File: config.mk
export PLATFORM = sky130hd
export DESIGN_NAME = clock_status_monitor
export DESIGN_NICKNAME = d
export VERILOG_FILES = /design/src/pkg/clock_status_monitor_pkg.sv /design/src/rtl/level_sync.sv /design/src/rtl/clock_status_monitor.sv
export VERILOG_INCLUDE_DIRS = /design/src /design/src/pkg
export SDC_FILE = /design/constraint.sdc
export NUM_CORES = 1
export LEC_CHECK = 0
export BUFFER_PORTS_ARGS = -buffer_cell sky130_fd_sc_hd__buf_2
export CORE_ASPECT_RATIO = 0.8
export CORE_MARGIN = 2
export CORE_UTILIZATION = 40
export DETAILED_ROUTE_END_ITERATION = 7
export GPL_TIMING_DRIVEN = 0
export PLACE_DENSITY = 0.72
export SKIP_LAST_GASP = 1
export SLEW_MARGIN = 10
export SYNTH_ARGS = -nofsm -noshare
export SYNTH_HDL_FRONTEND = slang
export SYNTH_HIERARCHICAL = 1
export SYNTH_SLANG_ARGS = --single-unit
export TNS_END_PERCENT = 30
File: constraint.sdc
create_clock -name clk_in -period 3.7 [get_ports clk_in]
set_clock_uncertainty 0.2 [all_clocks]
set_input_delay 0.555 -clock clk_in [delete_from_list [all_inputs] [get_ports clk_in]]
set_output_delay 0.555 -clock clk_in [all_outputs]
set_load 0.05 [all_outputs]
File: src/pkg/clock_status_monitor_consts.svh
`ifndef CLOCK_STATUS_MONITOR_CONSTS_SVH
`define CLOCK_STATUS_MONITOR_CONSTS_SVH

// Byte addresses of the status register and of the interrupt control word.
`define CSM_STATUS_ADDR      32'h4002_8018
`define CSM_IRQ_CTRL_ADDR    32'h4002_801C

// Reset values.
`define CSM_STATUS_RESET     16'h0003
`define CSM_IRQ_CTRL_RESET   1'b1
`define CSM_SYNC_RESET       2'h1

// Field positions inside the status register.
`define CSM_BIT_RSVD_TOP     15
`define CSM_BIT_XTAL_UNSTBL  14
`define CSM_BIT_XTAL_STBL    13
`define CSM_BIT_XTAL_NOW     12
`define CSM_BIT_PLL_LOST     2
`define CSM_BIT_PLL_GAINED   1
`define CSM_BIT_PLL_NOW      0

// Field position inside the interrupt control word.
`define CSM_BIT_IRQ_EN       0

// Indicator positions on the synchroniser.
`define CSM_IDX_PLL          0
`define CSM_IDX_XTAL         1

// AXI response codes.
`define CSM_RESP_OKAY        2'h0
`define CSM_RESP_SLVERR      2'h2

`endif

File: src/pkg/clock_status_monitor_pkg.sv
package clock_status_monitor_pkg;

  // State of the two-stage indicator synchroniser.
  typedef struct packed {
    logic [1:0] meta;
    logic [1:0] level;
  } level_sync_s;

  // Whole state of the status monitor and its bus slave.
  typedef struct packed {
    logic        pll_prev;
    logic        xtal_prev;
    logic        xtal_unstable_flag;
    logic        xtal_stable_flag;
    logic        pll_lock_lost_flag;
    logic        pll_lock_gained_flag;
    logic        irq_enable;
    logic        irq;
    logic        aw_have;
    logic        w_have;
    logic [31:0] awaddr;
    logic [31:0] wdata;
    logic [3:0]  wstrb;
    logic        awready;
    logic        wready;
    logic        bvalid;
    logic [1:0]  bresp;
    logic        arready;
    logic        rvalid;
    logic [31:0] rdata;
    logic [1:0]  rresp;
  } monitor_state_s;

endpackage

File: src/rtl/level_sync.sv
`timescale 1ns/10ps
`include "clock_status_monitor_consts.svh"

module level_sync (
  // Clock and reset.
  input  wire logic       clk_in,
  input  wire logic       rstn_in,
  // Asynchronous levels and their synchronised copies.
  input  wire logic [1:0] async_in,
  output logic      [1:0] level_out
);
  import clock_status_monitor_pkg::*;

  level_sync_s s_q;
  level_sync_s s_d;

  // The first stage feeds only the second stage.
  always_comb begin
    s_d       = s_q;
    s_d.meta  = async_in;
    s_d.level = s_q.meta;
  end

  // Both stages reset to the indicator levels the register reports at reset.
  always_ff @(posedge clk_in or negedge rstn_in) begin
    if (!rstn_in) begin
      s_q <= {`CSM_SYNC_RESET, `CSM_SYNC_RESET};
    end else begin
      s_q <= s_d;
    end
  end

  assign level_out = s_q.level;

endmodule // level_sync

File: src/rtl/clock_status_monitor.sv
// Register access over AXI4-Lite was decided locally.
`timescale 1ns/10ps
`include "clock_status_monitor_consts.svh"

module clock_status_monitor (
  // Clock and reset.
  input  wire logic        clk_in,
  input  wire logic        rstn_in,
  // Analogue indicators.
  input  wire logic        pll_lock_in,
  input  wire logic        xtal_stable_in,
  // AXI4-Lite write address channel.
  input  wire logic        s_axi_awvalid_in,
  output logic             s_axi_awready_out,
  input  wire logic [31:0] s_axi_awaddr_in,
  input  wire logic [2:0]  s_axi_awprot_in,
  // AXI4-Lite write data channel.
  input  wire logic        s_axi_wvalid_in,
  output logic             s_axi_wready_out,
  input  wire logic [31:0] s_axi_wdata_in,
  input  wire logic [3:0]  s_axi_wstrb_in,
  // AXI4-Lite write response channel.
  output logic             s_axi_bvalid_out,
  input  wire logic        s_axi_bready_in,
  output logic      [1:0]  s_axi_bresp_out,
  // AXI4-Lite read address channel.
  input  wire logic        s_axi_arvalid_in,
  output logic             s_axi_arready_out,
  input  wire logic [31:0] s_axi_araddr_in,
  input  wire logic [2:0]  s_axi_arprot_in,
  // AXI4-Lite read data channel.
  output logic             s_axi_rvalid_out,
  input  wire logic        s_axi_rready_in,
  output logic      [31:0] s_axi_rdata_out,
  output logic      [1:0]  s_axi_rresp_out,
  // Interrupt request toward the core.
  output logic             irq_out
);
  import clock_status_monitor_pkg::*;

  ////////////////////////////////////////////////////////////////////////////
  // Helpers.

  // True when a written bit is one and its byte lane is enabled.
  function automatic logic wr_one(input logic [31:0] data,
                                  input logic [3:0]  strb,
                                  input int          pos);
    logic [4:0] p;
    p      = pos[4:0];
    wr_one = data[p] & strb[p[4:3]];
  endfunction

  // Status word as software sees it.
  function automatic logic [31:0] status_word(input monitor_state_s s,
                                              input logic pll_now,
                                              input logic xtal_now);
    logic [31:0] w;
    w                       = 32'h0000_0000;
    w[`CSM_BIT_RSVD_TOP]    = 1'b0;
    w[`CSM_BIT_XTAL_UNSTBL] = s.xtal_unstable_flag;
    w[`CSM_BIT_XTAL_STBL]   = s.xtal_stable_flag;
    w[`CSM_BIT_XTAL_NOW]    = xtal_now;
    w[`CSM_BIT_PLL_LOST]    = s.pll_lock_lost_flag;
    w[`CSM_BIT_PLL_GAINED]  = s.pll_lock_gained_flag;
    w[`CSM_BIT_PLL_NOW]     = pll_now;
    status_word             = w;
  endfunction

  ////////////////////////////////////////////////////////////////////////////
  // Indicator synchronisation.

  logic [1:0] ind_level;
  logic       pll_now;
  logic       xtal_now;

  // Both indicators pass through two flip-flops before use.
  level_sync u_level_sync (
    .clk_in    (clk_in),
    .rstn_in   (rstn_in),
    .async_in  ({xtal_stable_in, pll_lock_in}),
    .level_out (ind_level)
  );

  assign pll_now  = ind_level[`CSM_IDX_PLL];
  assign xtal_now = ind_level[`CSM_IDX_XTAL];

  ////////////////////////////////////////////////////////////////////////////
  // State.

  // Named copy of the reset word, so that single bits can be picked from it.
  localparam logic [15:0] STATUS_RESET = `CSM_STATUS_RESET;

  localparam monitor_state_s RESET_STATE = '{
    pll_prev             : STATUS_RESET[`CSM_BIT_PLL_NOW],
    xtal_prev            : STATUS_RESET[`CSM_BIT_XTAL_NOW],
    xtal_unstable_flag   : STATUS_RESET[`CSM_BIT_XTAL_UNSTBL],
    xtal_stable_flag     : STATUS_RESET[`CSM_BIT_XTAL_STBL],
    pll_lock_lost_flag   : STATUS_RESET[`CSM_BIT_PLL_LOST],
    pll_lock_gained_flag : STATUS_RESET[`CSM_BIT_PLL_GAINED],
    irq_enable           : `CSM_IRQ_CTRL_RESET,
    irq                  : 1'b0,
    aw_have              : 1'b0,
    w_have               : 1'b0,
    awaddr               : 32'h0000_0000,
    wdata                : 32'h0000_0000,
    wstrb                : 4'h0,
    awready              : 1'b1,
    wready               : 1'b1,
    bvalid               : 1'b0,
    bresp                : `CSM_RESP_OKAY,
    arready              : 1'b1,
    rvalid               : 1'b0,
    rdata                : 32'h0000_0000,
    rresp                : `CSM_RESP_OKAY
  };

  monitor_state_s s_q;
  monitor_state_s s_d;

  logic pll_rise;
  logic pll_fall;
  logic xtal_rise;
  logic xtal_fall;
  logic wr_go;
  logic wr_status;
  logic wr_ctrl;
  logic clr_xnok;
  logic clr_xok;
  logic clr_lost;
  logic clr_gained;

  ////////////////////////////////////////////////////////////////////////////
  // Edge detection and write decode.

  // Edges come from the synchronised level against the last sample.
  assign pll_rise  = pll_now & ~s_q.pll_prev;
  assign pll_fall  = ~pll_now & s_q.pll_prev;
  assign xtal_rise = xtal_now & ~s_q.xtal_prev;
  assign xtal_fall = ~xtal_now & s_q.xtal_prev;

  // A write executes once address and data are both held.
  assign wr_go     = s_q.aw_have & s_q.w_have & ~s_q.bvalid;
  assign wr_status = wr_go & (s_q.awaddr == `CSM_STATUS_ADDR);
  assign wr_ctrl   = wr_go & (s_q.awaddr == `CSM_IRQ_CTRL_ADDR);

  // Clear strobes: only a written one clears, a zero leaves the flag.
  assign clr_xnok   = wr_status &
                      wr_one(s_q.wdata, s_q.wstrb, `CSM_BIT_XTAL_UNSTBL);
  assign clr_xok    = wr_status &
                      wr_one(s_q.wdata, s_q.wstrb, `CSM_BIT_XTAL_STBL);
  assign clr_lost   = wr_status &
                      wr_one(s_q.wdata, s_q.wstrb, `CSM_BIT_PLL_LOST);
  assign clr_gained = wr_status &
                      wr_one(s_q.wdata, s_q.wstrb, `CSM_BIT_PLL_GAINED);

  ////////////////////////////////////////////////////////////////////////////
  // Next-state logic.

  always_comb begin
    s_d           = s_q;
    s_d.pll_prev  = pll_now;
    s_d.xtal_prev = xtal_now;

    // Sticky flags: an event in the clearing cycle still sets the flag.
    s_d.xtal_unstable_flag   = (s_q.xtal_unstable_flag & ~clr_xnok) |
                               xtal_fall;
    s_d.xtal_stable_flag     = (s_q.xtal_stable_flag & ~clr_xok) |
                               xtal_rise;
    s_d.pll_lock_lost_flag   = (s_q.pll_lock_lost_flag & ~clr_lost) |
                               pll_fall;
    s_d.pll_lock_gained_flag = (s_q.pll_lock_gained_flag & ~clr_gained) |
                               pll_rise;

    // Interrupt enable word.
    if (wr_ctrl && s_q.wstrb[0]) begin
      s_d.irq_enable = s_q.wdata[`CSM_BIT_IRQ_EN];
    end

    // Write address and data are taken in either order.
    if (s_axi_awvalid_in && s_q.awready) begin
      s_d.aw_have = 1'b1;
      s_d.awaddr  = s_axi_awaddr_in;
    end
    if (s_axi_wvalid_in && s_q.wready) begin
      s_d.w_have = 1'b1;
      s_d.wdata  = s_axi_wdata_in;
      s_d.wstrb  = s_axi_wstrb_in;
    end

    // Write response: unmapped addresses answer with a slave error.
    if (s_q.bvalid && s_axi_bready_in) begin
      s_d.bvalid = 1'b0;
    end
    if (wr_go) begin
      s_d.aw_have = 1'b0;
      s_d.w_have  = 1'b0;
      s_d.bvalid  = 1'b1;
      if (wr_status || wr_ctrl) begin
        s_d.bresp = `CSM_RESP_OKAY;
      end else begin
        s_d.bresp = `CSM_RESP_SLVERR;
      end
    end
    s_d.awready = ~s_d.aw_have & ~s_d.bvalid;
    s_d.wready  = ~s_d.w_have & ~s_d.bvalid;

    // Read channel: one read at a time, data sampled at the address edge.
    if (s_q.rvalid && s_axi_rready_in) begin
      s_d.rvalid  = 1'b0;
      s_d.arready = 1'b1;
    end
    if (s_axi_arvalid_in && s_q.arready) begin
      s_d.arready = 1'b0;
      s_d.rvalid  = 1'b1;
      s_d.rresp   = `CSM_RESP_OKAY;
      if (s_axi_araddr_in == `CSM_STATUS_ADDR) begin
        s_d.rdata = status_word(s_q, pll_now, xtal_now);
      end else if (s_axi_araddr_in == `CSM_IRQ_CTRL_ADDR) begin
        s_d.rdata                  = 32'h0000_0000;
        s_d.rdata[`CSM_BIT_IRQ_EN] = s_q.irq_enable;
      end else begin
        s_d.rdata = 32'h0000_0000;
        s_d.rresp = `CSM_RESP_SLVERR;
      end
    end

    // Any set flag requests the core while interrupts are enabled.
    s_d.irq = s_d.irq_enable &
              (s_d.xtal_unstable_flag | s_d.xtal_stable_flag |
               s_d.pll_lock_lost_flag | s_d.pll_lock_gained_flag);
  end

  // State register.
  always_ff @(posedge clk_in or negedge rstn_in) begin
    if (!rstn_in) begin
      s_q <= RESET_STATE;
    end else begin
      s_q <= s_d;
    end
  end

  ////////////////////////////////////////////////////////////////////////////
  // Outputs, each straight from the state register.

  assign s_axi_awready_out = s_q.awready;
  assign s_axi_wready_out  = s_q.wready;
  assign s_axi_bvalid_out  = s_q.bvalid;
  assign s_axi_bresp_out   = s_q.bresp;
  assign s_axi_arready_out = s_q.arready;
  assign s_axi_rvalid_out  = s_q.rvalid;
  assign s_axi_rdata_out   = s_q.rdata;
  assign s_axi_rresp_out   = s_q.rresp;
  assign irq_out           = s_q.irq;

  logic rd_status;
  assign rd_status = s_axi_arvalid_in & s_q.arready &
                     (s_axi_araddr_in == `CSM_STATUS_ADDR);
endmodule // clock_status_monitor

==> impl_summary.log, run 1 <==
[metrics] RSZ-0062 raised after global routing: no
[metrics] combinational family with the most area after synthesis: multiplexers
[metrics] largest net degree at the start of global routing: 67
[metrics] Final Hold Violating Endpoints: 0
[metrics] WP data arrival: 2.35 ns
[metrics] remaining max-slew budget at the tightest pin: between 40% and 50%
[metrics] total of warnings raised by yosys: 6
[metrics] count of mapped cells out of synthesis: roughly 220
[metrics] Worst setup startpoint: s_q[104]
[metrics] area share of the largest cell type after synthesis: 50.1%
[metrics] Synth cell types: 36
[metrics] transition time of the tightest slew-check pin: 0.817 ns
[metrics] clock root cell: sky130_fd_sc_hd__clkbuf_8
[metrics] reg-to-reg critical path startpoint: s_q[104]
[metrics] area share of fa/ha/maj cells after synthesis: 0%
[metrics] fill cell count: around 640
[metrics] Setup-failing EPs final: 0
[metrics] Post-CTS Repair Setup Buffers: 0
[metrics] number of DRC violations after detailed routing: 0
[metrics] # Max-Cap Violations: 0
[metrics] number of global-route vias before repair: 1,960
[metrics] complex-gate fraction of the synthesized area: roughly 5.3%
[metrics] number of iterations in the first detailed-routing pass: 4
[metrics] async set-or-reset flop fraction in the synthesized netlist: between 90% and 100%
[metrics] multiplexer share of the synthesized area: ~16%
[metrics] cell with the most instances after synthesis: sky130_fd_sc_hd__dfrtp_1
[metrics] CTS max path bufs: 2
[metrics] TritonCTS clock tree: yes
[metrics] ratio of routed vias to standard cells: roughly 4.5
[metrics] Post-Layout Inst Area: about 3700 um2
[metrics] number of input and output port buffers inserted: 93
[metrics] Critical Path Sink Type: flop
[metrics] post-DR wirelength/cell: between 10 and 15 um
[metrics] Worst EP required: about 3.7 ns
[metrics] I/O pin cnt: ~160
[metrics] sinks on the clock net: 66
[metrics] clock buffer count from CTS: 9
[metrics] Seq/Total Area, Yosys: around 57%
[metrics] Initial DRC Count: 75
[metrics] count of H-tree levels built during CTS: 3
[metrics] startpoint kind of the worst setup timing path: flop
[metrics] type of the setup path with the least slack: reg -> reg
[metrics] vias after detailed routing: about 2,000
[metrics] DRT Wirelength: 5770 um
[metrics] proportion of layout cells with a drive suffix above 1: a little under three fifths
[metrics] total global-route track usage: between 15 and 20%
[metrics] post-route setup slack: 1.36 ns
[metrics] mean instance size in the synthesized netlist: 13.4 um2
[metrics] CP max FO: 6
[metrics] utilization of the core after routing: 53.7%
[metrics] global route overflow: 0
[metrics] number of gates resized after cts: 0
[metrics] Yosys reg bits: 66
[metrics] Initial Utilization: 41.6%
[metrics] Total Power Consumption: between 2 and 2.5 mW
[metrics] final critical-path required period: 2.34 ns
[metrics] xor/xnor cell area share of the yosys netlist: 0%
[metrics] overall die area: about 7900 um2
[metrics] Layout area overhead: 29.1%
[metrics] top_reg_cell synth: sky130_fd_sc_hd__dfrtp_1
[metrics] antenna cells: 0
[metrics] Pins Over Slew Limit: 0
[metrics] final weighted congestion in routability-driven placement: 0.748
[metrics] number of nets in the layout: 463
[metrics] standard cell core area: approximately 7000 um2
[metrics] setup slack after placement: 1.31 ns
[metrics] first-pass GRT wire length: between 9000 and 10,000 um
[metrics] final cycle utilization of the critical path: ~63%
[metrics] most common library cells after synthesis: sky130_fd_sc_hd__dfrtp_1 (58), sky130_fd_sc_hd__mux2_2 (40), sky130_fd_sc_hd__buf_4 (36)
[metrics] antenna-violating nets left: 0
[metrics] Area after DPL: 3580 um2
[metrics] peak supply drop: ~0.28 mV
[metrics] number of flops mapped to enable cells by yosys: 0
[metrics] leading cell types by total area after synthesis: sky130_fd_sc_hd__dfrtp_1 (50%), sky130_fd_sc_hd__mux2_2 (16%), sky130_fd_sc_hd__buf_4 (9.3%)
[metrics] area leader, netlist: sky130_fd_sc_hd__dfrtp_1
[metrics] hold crit path type: in -> async
[metrics] die outline width: a little under 100 um
[metrics] num rows: 27
[metrics] power density over the cells: 624 nW/um2
[metrics] netlist area before placement: 2900 um2
[metrics] final sum of negative setup slack: 0 ns
[metrics] number of antenna violations at the first check in global routing: 0
[metrics] Post-CTS Hold Fix Bufs: 0
[metrics] half-perimeter wire length after placement: ~4400 um
[metrics] outcome: finished clean
[metrics] Static Leakage: between 1.5 and 2 nW
[metrics] clock transition at the register clock pins on the worst setup and hold paths after CTS: 0.07 ns
[metrics] vertical extent of the die: 80.1 um
[metrics] post-synthesis share of cell area spent on and, or, nand and nor gates: 10.9%
[metrics] Achievable Freq: between 0.4 and 0.5 GHz
[metrics] Skew-Pair Late Insertion Delay: 0.34 ns
cells by family after synthesis:
kind of cell | Yosys count
AND/OR/NAND/NOR | 43
AO/OA/AOI/OAI | 21
buffers and inverters | 45
flip-flops | 66
other | 1
multiplexers | 41
layout make-up:
class	count	area [um2]	share of cell area, %
plain buffers	40	285	7.63
multi-input cells	133	1030	27.6
inverters	5	18.8	0.502
clock buffers	13	149	3.98
repair buffers	93	468	12.5
flip-flops and latches	66	1660	44.4
well taps	87	109	2.91
clock inverters	3	15.0	0.401
sequential cells by signal, indices dropped and copies added (netlist names), 2 cells and up:
register / count
s_q: 48
s_axi_rdata_out: 6
u_level_sync/level_out: 2
u_level_sync/s_d: 2
through the flow:
stage          instances  hold WS (ns)
2_1_floorplan        244        0.0594
3_3_place_gp         424         0.136
3_5_place_dp         424         0.135
4_1_cts              440        0.0904
5_1_grt              440        0.0877
6_report             440         0.106
critical path, cell delays in order (launching register included):
cell,delay [ns]
sky130_fd_sc_hd__dfrtp_1,0.39
sky130_fd_sc_hd__nor4b_2,0.36
sky130_fd_sc_hd__nand4_2,0.24
sky130_fd_sc_hd__o41ai_1,0.42
sky130_fd_sc_hd__o21ai_1,0.16
sky130_fd_sc_hd__o41a_1,0.45
cell usage in the layout, fill, tap and decap left out, types with 5 or more instances in the layout:
| cell | netlist | layout |
|---|---|---|
| sky130_fd_sc_hd__mux2_2 | 40 | 40 |
| sky130_fd_sc_hd__inv_1 | 5 | 5 |
| sky130_fd_sc_hd__dfrtp_1 | 58 | 58 |
| sky130_fd_sc_hd__nor4_1 | 6 | 6 |
| sky130_fd_sc_hd__conb_1 | 1 | 28 |
| sky130_fd_sc_hd__buf_2 | 0 | 92 |
| sky130_fd_sc_hd__dfstp_2 | 8 | 8 |
| sky130_fd_sc_hd__nor4b_1 | 5 | 5 |
| sky130_fd_sc_hd__clkbuf_8 | 0 | 10 |
| sky130_fd_sc_hd__a22o_1 | 6 | 6 |
| sky130_fd_sc_hd__buf_4 | 36 | 37 |
| sky130_fd_sc_hd__nand2_1 | 7 | 7 |
power breakdown:
| part | internal [mW] | total, mW | switching [mW] | leakage [nW] |
|---|---|---|---|---|
| Clock | 0.259 | 0.510 | 0.251 | 0.0872 |
| Sequential | 0.989 | 1.15 | 0.161 | 0.771 |
| Combinational | 0.339 | 0.672 | 0.333 | 0.983 |
routing by layer:
| layer | GRT usage [%] | vias up | routed length (um) |
|---|---|---|---|
| li1 | - | 978 | - |
| met2 | 23.2 | 69 | 2710 |
| met3 | 6.09 | 10 | 404 |
| met5 | 0 | - | 0 |
| met1 | 19.5 | 935 | 2580 |
| met4 | 7.12 | 0 | 73 |
final timing paths:
| path | to | slack (ns) | cells after the start |
|---|---|---|---|
| max | irq_out | 1.36 | 5 |
| min | u_level_sync/level_out[1] | 0.11 | 1 |
| max reg2reg | irq_out | 1.36 | 5 |
| min reg2reg | u_level_sync/level_out[1] | 0.15 | 0 |
| max in group asynchronous | s_q[92] | 2.66 | 1 |
| min in group clk_in | u_level_sync/s_d[0] | 0.11 | 1 |
Note: power is estimated with default switching activity, not from simulation.
==> inputs of run 2 (changes only) <==
Clock period 3.7 ns to 2.2 ns, I/O delays scaled along.
==> impl_summary.log, run 2 (same netlist as run 1, synthesis figures left out) <==
[metrics] outcome: finished, violations left
[metrics] violated checks: setup timing
[metrics] most used cells in the layout excluding fill and tap cells: sky130_fd_sc_hd__buf_2 (92), sky130_fd_sc_hd__dfrtp_1 (57), sky130_fd_sc_hd__buf_4 (44)
[metrics] clock transition at the register clock pins on the worst setup and hold paths after CTS: about 0.060 ns
[metrics] transition time of the tightest slew-check pin: slightly above 0.8 ns
[metrics] vertical extent of the die: between 80 and 90 um
[metrics] Finished Layout Cells: 452
[metrics] antenna cells: 0
[metrics] number of antenna violations at the first check in global routing: 0
[metrics] leading cell type in the layout, fill and taps excluded: sky130_fd_sc_hd__buf_2
[metrics] proportion of layout cells with a drive suffix above 1: 58.4%
[metrics] I/O pin cnt: 157
[metrics] CP max FO: 6
[metrics] number of nets in the layout: approximately 480
[metrics] Largest register FFs: 48
[metrics] number of global-route vias before repair: roughly 2,100
[metrics] num rows: 27
[metrics] post-route setup slack: -0.0123 ns
[metrics] type of the setup path with the least slack: reg -> reg
[metrics] CTS max path bufs: 2
[metrics] Skew-Pair Late Insertion Delay: around 0.32 ns
[metrics] Total Power Consumption: between 4 and 5 mW
[metrics] final critical-path required period: 2.21 ns
[metrics] Worst EP required: 2.20 ns
[metrics] antenna-violating nets left: 0
[metrics] Setup-failing EPs final: 1
[metrics] worst min-delay path endpoint: s_q[91]
[metrics] largest net degree at the start of global routing: 67
[metrics] number of iterations in the first detailed-routing pass: 4
[metrics] number of DRC violations after detailed routing: 0
[metrics] Pins Over Slew Limit: 0
[metrics] final weighted congestion in routability-driven placement: ~0.7
[metrics] source of the worst hold timing path: s_axi_awaddr_in[14]
[metrics] Worst R2R End: irq_out
[metrics] WP data arrival: around 2.2 ns
[metrics] number of instances on the worst hold path: 2
[metrics] Achievable Freq: 0.452 GHz
[metrics] ratio of routed vias to standard cells: between 4 and 5
[metrics] largest register by flop count: s_q
[metrics] standard cell core area: 6960 um2
[metrics] total global-route track usage: approximately 16%
[metrics] post-DR wirelength/cell: between 10 and 15 um
[metrics] Layout area overhead: 36.1%
[metrics] slack of the worst reg-to-reg path: -0.01 ns
[metrics] startpoint kind of the worst setup timing path: flop
[metrics] Worst Reg2Reg Path Length in Cells: 5
[metrics] clock root cell: sky130_fd_sc_hd__clkbuf_8
[metrics] die outline width: approximately 99 um
[metrics] RSZ-0062 raised after global routing: yes
[metrics] setup slack after placement: -0.133 ns
[metrics] DRT Wirelength: 5920 um
[metrics] count of H-tree levels built during CTS: 3
[metrics] Static Leakage: between 1.5 and 2 nW
[metrics] Final Hold Violating Endpoints: 0
[metrics] final sum of negative setup slack: -0.0123 ns
[metrics] clock buffer count from CTS: 9
[metrics] vias after detailed routing: 2,050
[metrics] Critical Path Sink Type: flop
[metrics] global route overflow: 0
[metrics] half-perimeter wire length after placement: between 4000 and 5000 um
[metrics] sinks on the clock net: 66
[metrics] total instance count after detailed placement: 424
[metrics] Initial DRC Count: between 70 and 80
[metrics] peak supply drop: about 0.53 mV
[metrics] power density over the cells: 1020 nW/um2
[metrics] # Max-Cap Violations: 0
[metrics] hold crit path type: in -> reg
[metrics] Initial Utilization: between 40% and 50%
[metrics] reg-to-reg critical path startpoint: s_q[82]
[metrics] overall die area: around 7900 um2
[metrics] number of input and output port buffers inserted: 93
[metrics] remaining max-slew budget at the tightest pin: 45.4%
[metrics] Post-Route Hold Slack: between 0.03 and 0.04 ns
[metrics] TritonCTS clock tree: yes
[metrics] final cycle utilization of the critical path: 101%
[metrics] first-pass GRT wire length: between 9000 and 10,000 um
run 2: cell count changes in the layout (fill, tap and decap cells not counted), sizes merged:
cell / before / now
buf: 132 / 139
clkbuf: 14 / 13
dlygate4sd3: 0 / 6
run 2: metrics by stage:
stage               utilization (%)  instance area [um2]
global route                   56.7                 3940
detailed placement             51.4                 3580
finish                         56.7                 3940
global placement               51.4                 3570
floorplan                         -                 3000
CTS                            55.4                 3850
run 2: worst max-delay path by stage:
stage | start | endpoint | slack [ns]
2_1_floorplan | s_axi_bvalid_out | irq_out | 0.002
3_3_place_gp | s_axi_bvalid_out | irq_out | -0.08
3_5_place_dp | s_axi_bvalid_out | irq_out | -0.13
4_1_cts | s_q[82] | irq_out | -0.007
5_1_grt | s_q[106] | irq_out | -0.11
6_report | s_q[82] | irq_out | -0.01
run 2: final cells by class:
| cell class | count | area (um2) |
|---|---|---|
| inverter | 5 | 18.8 |
| clock inverter | 3 | 15.0 |
| multi-input combinational | 133 | 1130 |
| sequential | 66 | 1660 |
| timing repair buffer | 106 | 581 |
| buffer | 39 | 282 |
| tap | 87 | 109 |
| clock buffer | 13 | 149 |
| fill | 648 | 3020 |
run 2: where the power goes:
group	total [mW]	leakage [nW]	internal (mW)	switching, mW
Combinational	1.19	1.08	0.607	0.586
Sequential	1.97	0.770	1.67	0.309
Clock	0.844	0.0872	0.435	0.409
run 2: metal layers:
metal	part of all wire [%]	up-vias	global-route usage (%)
li1	-	1003	-
met1	45	970	20.2
met2	47	67	25.1
met3	6.3	10	4.87
met4	1.6	0	5.89
met5	0	-	0
run 2: repair_timing:
action,4_1_cts,5_1_grt
pin swaps,7,7
hold endpoints to repair,62,0
buffers inserted,1,6
hold buffers,6,0
resized for setup,8,5
endpoints found under the setup margin,1,6
run 2: worst max-delay path, stage by stage, from the launching register on:
cell	delay [ns]
sky130_fd_sc_hd__dfrtp_1	0.41
sky130_fd_sc_hd__nor4b_4	0.35
sky130_fd_sc_hd__nand4_4	0.19
sky130_fd_sc_hd__o41ai_2	0.34
sky130_fd_sc_hd__o21ai_1	0.15
sky130_fd_sc_hd__o41a_1	0.45
==> inputs of run 3 (changes only) <==
Settings changed: CORE_UTILIZATION 40 to 30, PLACE_DENSITY 0.72 to 0.57, TNS_END_PERCENT 30 to 10.
==> impl_summary.log, run 3 (same netlist as run 1, synthesis figures left out) <==
[metrics] outcome: finished clean
[metrics] combinational power share: around 26%
[metrics] number of input and output port buffers inserted: 93
[metrics] number of global-route vias before repair: ~2,100
[metrics] antenna-violating nets left: 0
[metrics] ratio of routed vias to standard cells: roughly 4.2
[metrics] most used cells in the layout excluding fill and tap cells: sky130_fd_sc_hd__buf_2 (92), sky130_fd_sc_hd__dfrtp_1 (57), sky130_fd_sc_hd__buf_4 (41)
[metrics] proportion of layout cells with a drive suffix above 1: just under 60%
[metrics] final cycle utilization of the critical path: 96.3%
[metrics] Initial DRC Count: 21
[metrics] standard cell core area: between 9000 and 10,000 um2
[metrics] reg-to-reg critical path startpoint: s_q[89]
[metrics] CTS max path bufs: 2
[metrics] hold crit path type: in -> reg
[metrics] half-perimeter wire length after placement: approximately 4700 um
[metrics] final weighted congestion in routability-driven placement: ~0.69
[metrics] post-DR wirelength/cell: 12.6 um
[metrics] overall die area: roughly 10,000 um2
[metrics] Total Power Consumption: about 4.6 mW
[metrics] peak supply drop: approximately 0.47 mV
[metrics] clock buffer count from CTS: 9
[metrics] number of instances on the worst hold path: 2
[metrics] vias after detailed routing: 2,036
[metrics] WP data arrival: around 2.1 ns
[metrics] Layout area overhead: 42.5%
[metrics] number of nets in the layout: 471
[metrics] die outline width: 114 um
[metrics] vertical extent of the die: approximately 90 um
[metrics] Final Hold Violating Endpoints: 0
[metrics] Switching Share: between 20% and 30%
[metrics] TritonCTS clock tree: yes
[metrics] final critical-path required period: 2.12 ns
[metrics] largest net degree at the start of global routing: 45
[metrics] Critical Path Sink Type: flop
[metrics] sequential cell fraction of total power: a little over two fifths
[metrics] Achievable Freq: between 0.4 and 0.5 GHz
[metrics] num rows: 32
[metrics] utilization of the core after routing: between 40% and 50%
[metrics] transition time of the tightest slew-check pin: ~0.59 ns
[metrics] total global-route track usage: 12.5%
[metrics] Largest register FFs: 48
[metrics] Worst Reg2Reg Path Length in Cells: 5
[metrics] first-pass GRT wire length: 10,100 um
[metrics] count of H-tree levels built during CTS: 3
[metrics] total internal power: around 3.3 mW
[metrics] CP max FO: 6
[metrics] Static Leakage: 1.99 nW
[metrics] Worst setup startpoint: s_q[89]
[metrics] Setup-failing EPs final: 0
[metrics] share of total power in the clock network: 31.1%
[metrics] DRT Wirelength: about 6000 um
[metrics] number of antenna violations at the first check in global routing: 0
[metrics] source of the worst hold timing path: s_axi_rready_in
[metrics] switching component of the power: 1.39 mW
[metrics] leading cell type in the layout, fill and taps excluded: sky130_fd_sc_hd__buf_2
[metrics] number of DRC violations after detailed routing: 0
[metrics] RSZ-0062 raised after global routing: yes
[metrics] remaining max-slew budget at the tightest pin: between 60% and 70%
[metrics] sinks on the clock net: between 60 and 70
[metrics] number of iterations in the first detailed-routing pass: 3
[metrics] Skew-Pair Late Insertion Delay: 0.32 ns
[metrics] clock transition at the register clock pins on the worst setup and hold paths after CTS: approximately 0.050 ns
[metrics] # Max-Cap Violations: 0
[metrics] type of the setup path with the least slack: reg -> reg
[metrics] Pins Over Slew Limit: 0
[metrics] Worst EP required: 2.19 ns
[metrics] global route overflow: 0
[metrics] antenna cells: 0
[metrics] startpoint kind of the worst setup timing path: flop
[metrics] largest register by flop count: s_q
[metrics] Initial Utilization: a little under a third
[metrics] clock root cell: sky130_fd_sc_hd__clkbuf_16
[metrics] I/O pin cnt: about 160
[metrics] power density over the cells: ~1100 nW/um2
==> run 3: changes by cell type in the layout (fill, tap and decap cells not counted), moves of 2 or more <==
cell,before,now
sky130_fd_sc_hd__nor4_1,4,2
sky130_fd_sc_hd__dlygate4sd3_1,6,4
sky130_fd_sc_hd__clkinv_2,3,1
sky130_fd_sc_hd__clkbuf_16,0,9
sky130_fd_sc_hd__clkbuf_8,10,3
sky130_fd_sc_hd__nor4_2,1,3
sky130_fd_sc_hd__buf_4,44,41
==> run 3: power by group through the flow <==
stage	logic, mW	registers (mW)	clock network [mW]
finish	1.20	2.00	1.44
global route	1.31	2.06	1.56
CTS	1.19	1.96	1.48
detailed placement	1.15	1.95	0
global placement	1.11	1.93	0
floorplan	0.802	1.99	0
==> run 3: critical path, stage by stage, from the launching register on <==
cell and delay (ns):
sky130_fd_sc_hd__dfrtp_1 0.40, sky130_fd_sc_hd__nor4_4 0.35, sky130_fd_sc_hd__nand4_4 0.21, sky130_fd_sc_hd__nor4_2 0.34
sky130_fd_sc_hd__mux2_2 0.38, sky130_fd_sc_hd__o41a_1 0.11
==> run 3: area by class of cell <==
cell class / count / area [um2]
timing repair buffer: 102 / 558
clock buffer: 14 / 274
inverter: 5 / 18.8
multi-input combinational: 133 / 1150
clock inverter: 2 / 35.0
tap: 119 / 149
fill: 950 / 5400
buffer: 39 / 282
sequential: 66 / 1660
==> run 3: stage by stage <==
| step | setup TNS [ns] | cell area, um2 | std cells | hold WS [ns] | worst slack (ns) |
|---|---|---|---|---|---|
| floorplan | 0 | 3000 | 244 | -0.166 | 0.00156 |
| global placement | -0.116 | 3610 | 456 | 0.136 | -0.116 |
| detailed placement | -0.141 | 3640 | 457 | 0.0484 | -0.141 |
| CTS | 0 | 4070 | 479 | 0.000841 | 0.000929 |
| global route | -0.0338 | 4130 | 480 | 0.0172 | -0.0338 |
| finish | 0 | 4130 | 480 | 0.00985 | 0.0814 |
==> run 3: path summary, 6_finish.rpt <==
path / to / slack, ns
setup / recovery: irq_out / 0.08
hold / removal: s_axi_rvalid_out / 0.01
setup reg to reg: irq_out / 0.08
hold reg to reg: u_level_sync/level_out[1] / 0.15
max in group asynchronous: s_q[113] / 0.99
min in group asynchronous: u_level_sync/s_d[1] / 0.24
==> run 3: layer usage <==
metal / wire (um) / vias up / GRT usage [%]
li1: - / 998 / -
met1: 2840 / 973 / 16.3
met2: 2760 / 61 / 19.3
met3: 388 / 4 / 5.42
met4: 39 / 0 / 3.05
met5: 0 / - / 0
==> run 3: repair_timing <==
item,in CTS,in global routing
endpoints found under the hold margin,25,0
resized for setup,10,7
setup buffers,3,1
cloned,0,0
pin swaps,5,6
setup endpoints to repair,1,6
hold buffers,4,0
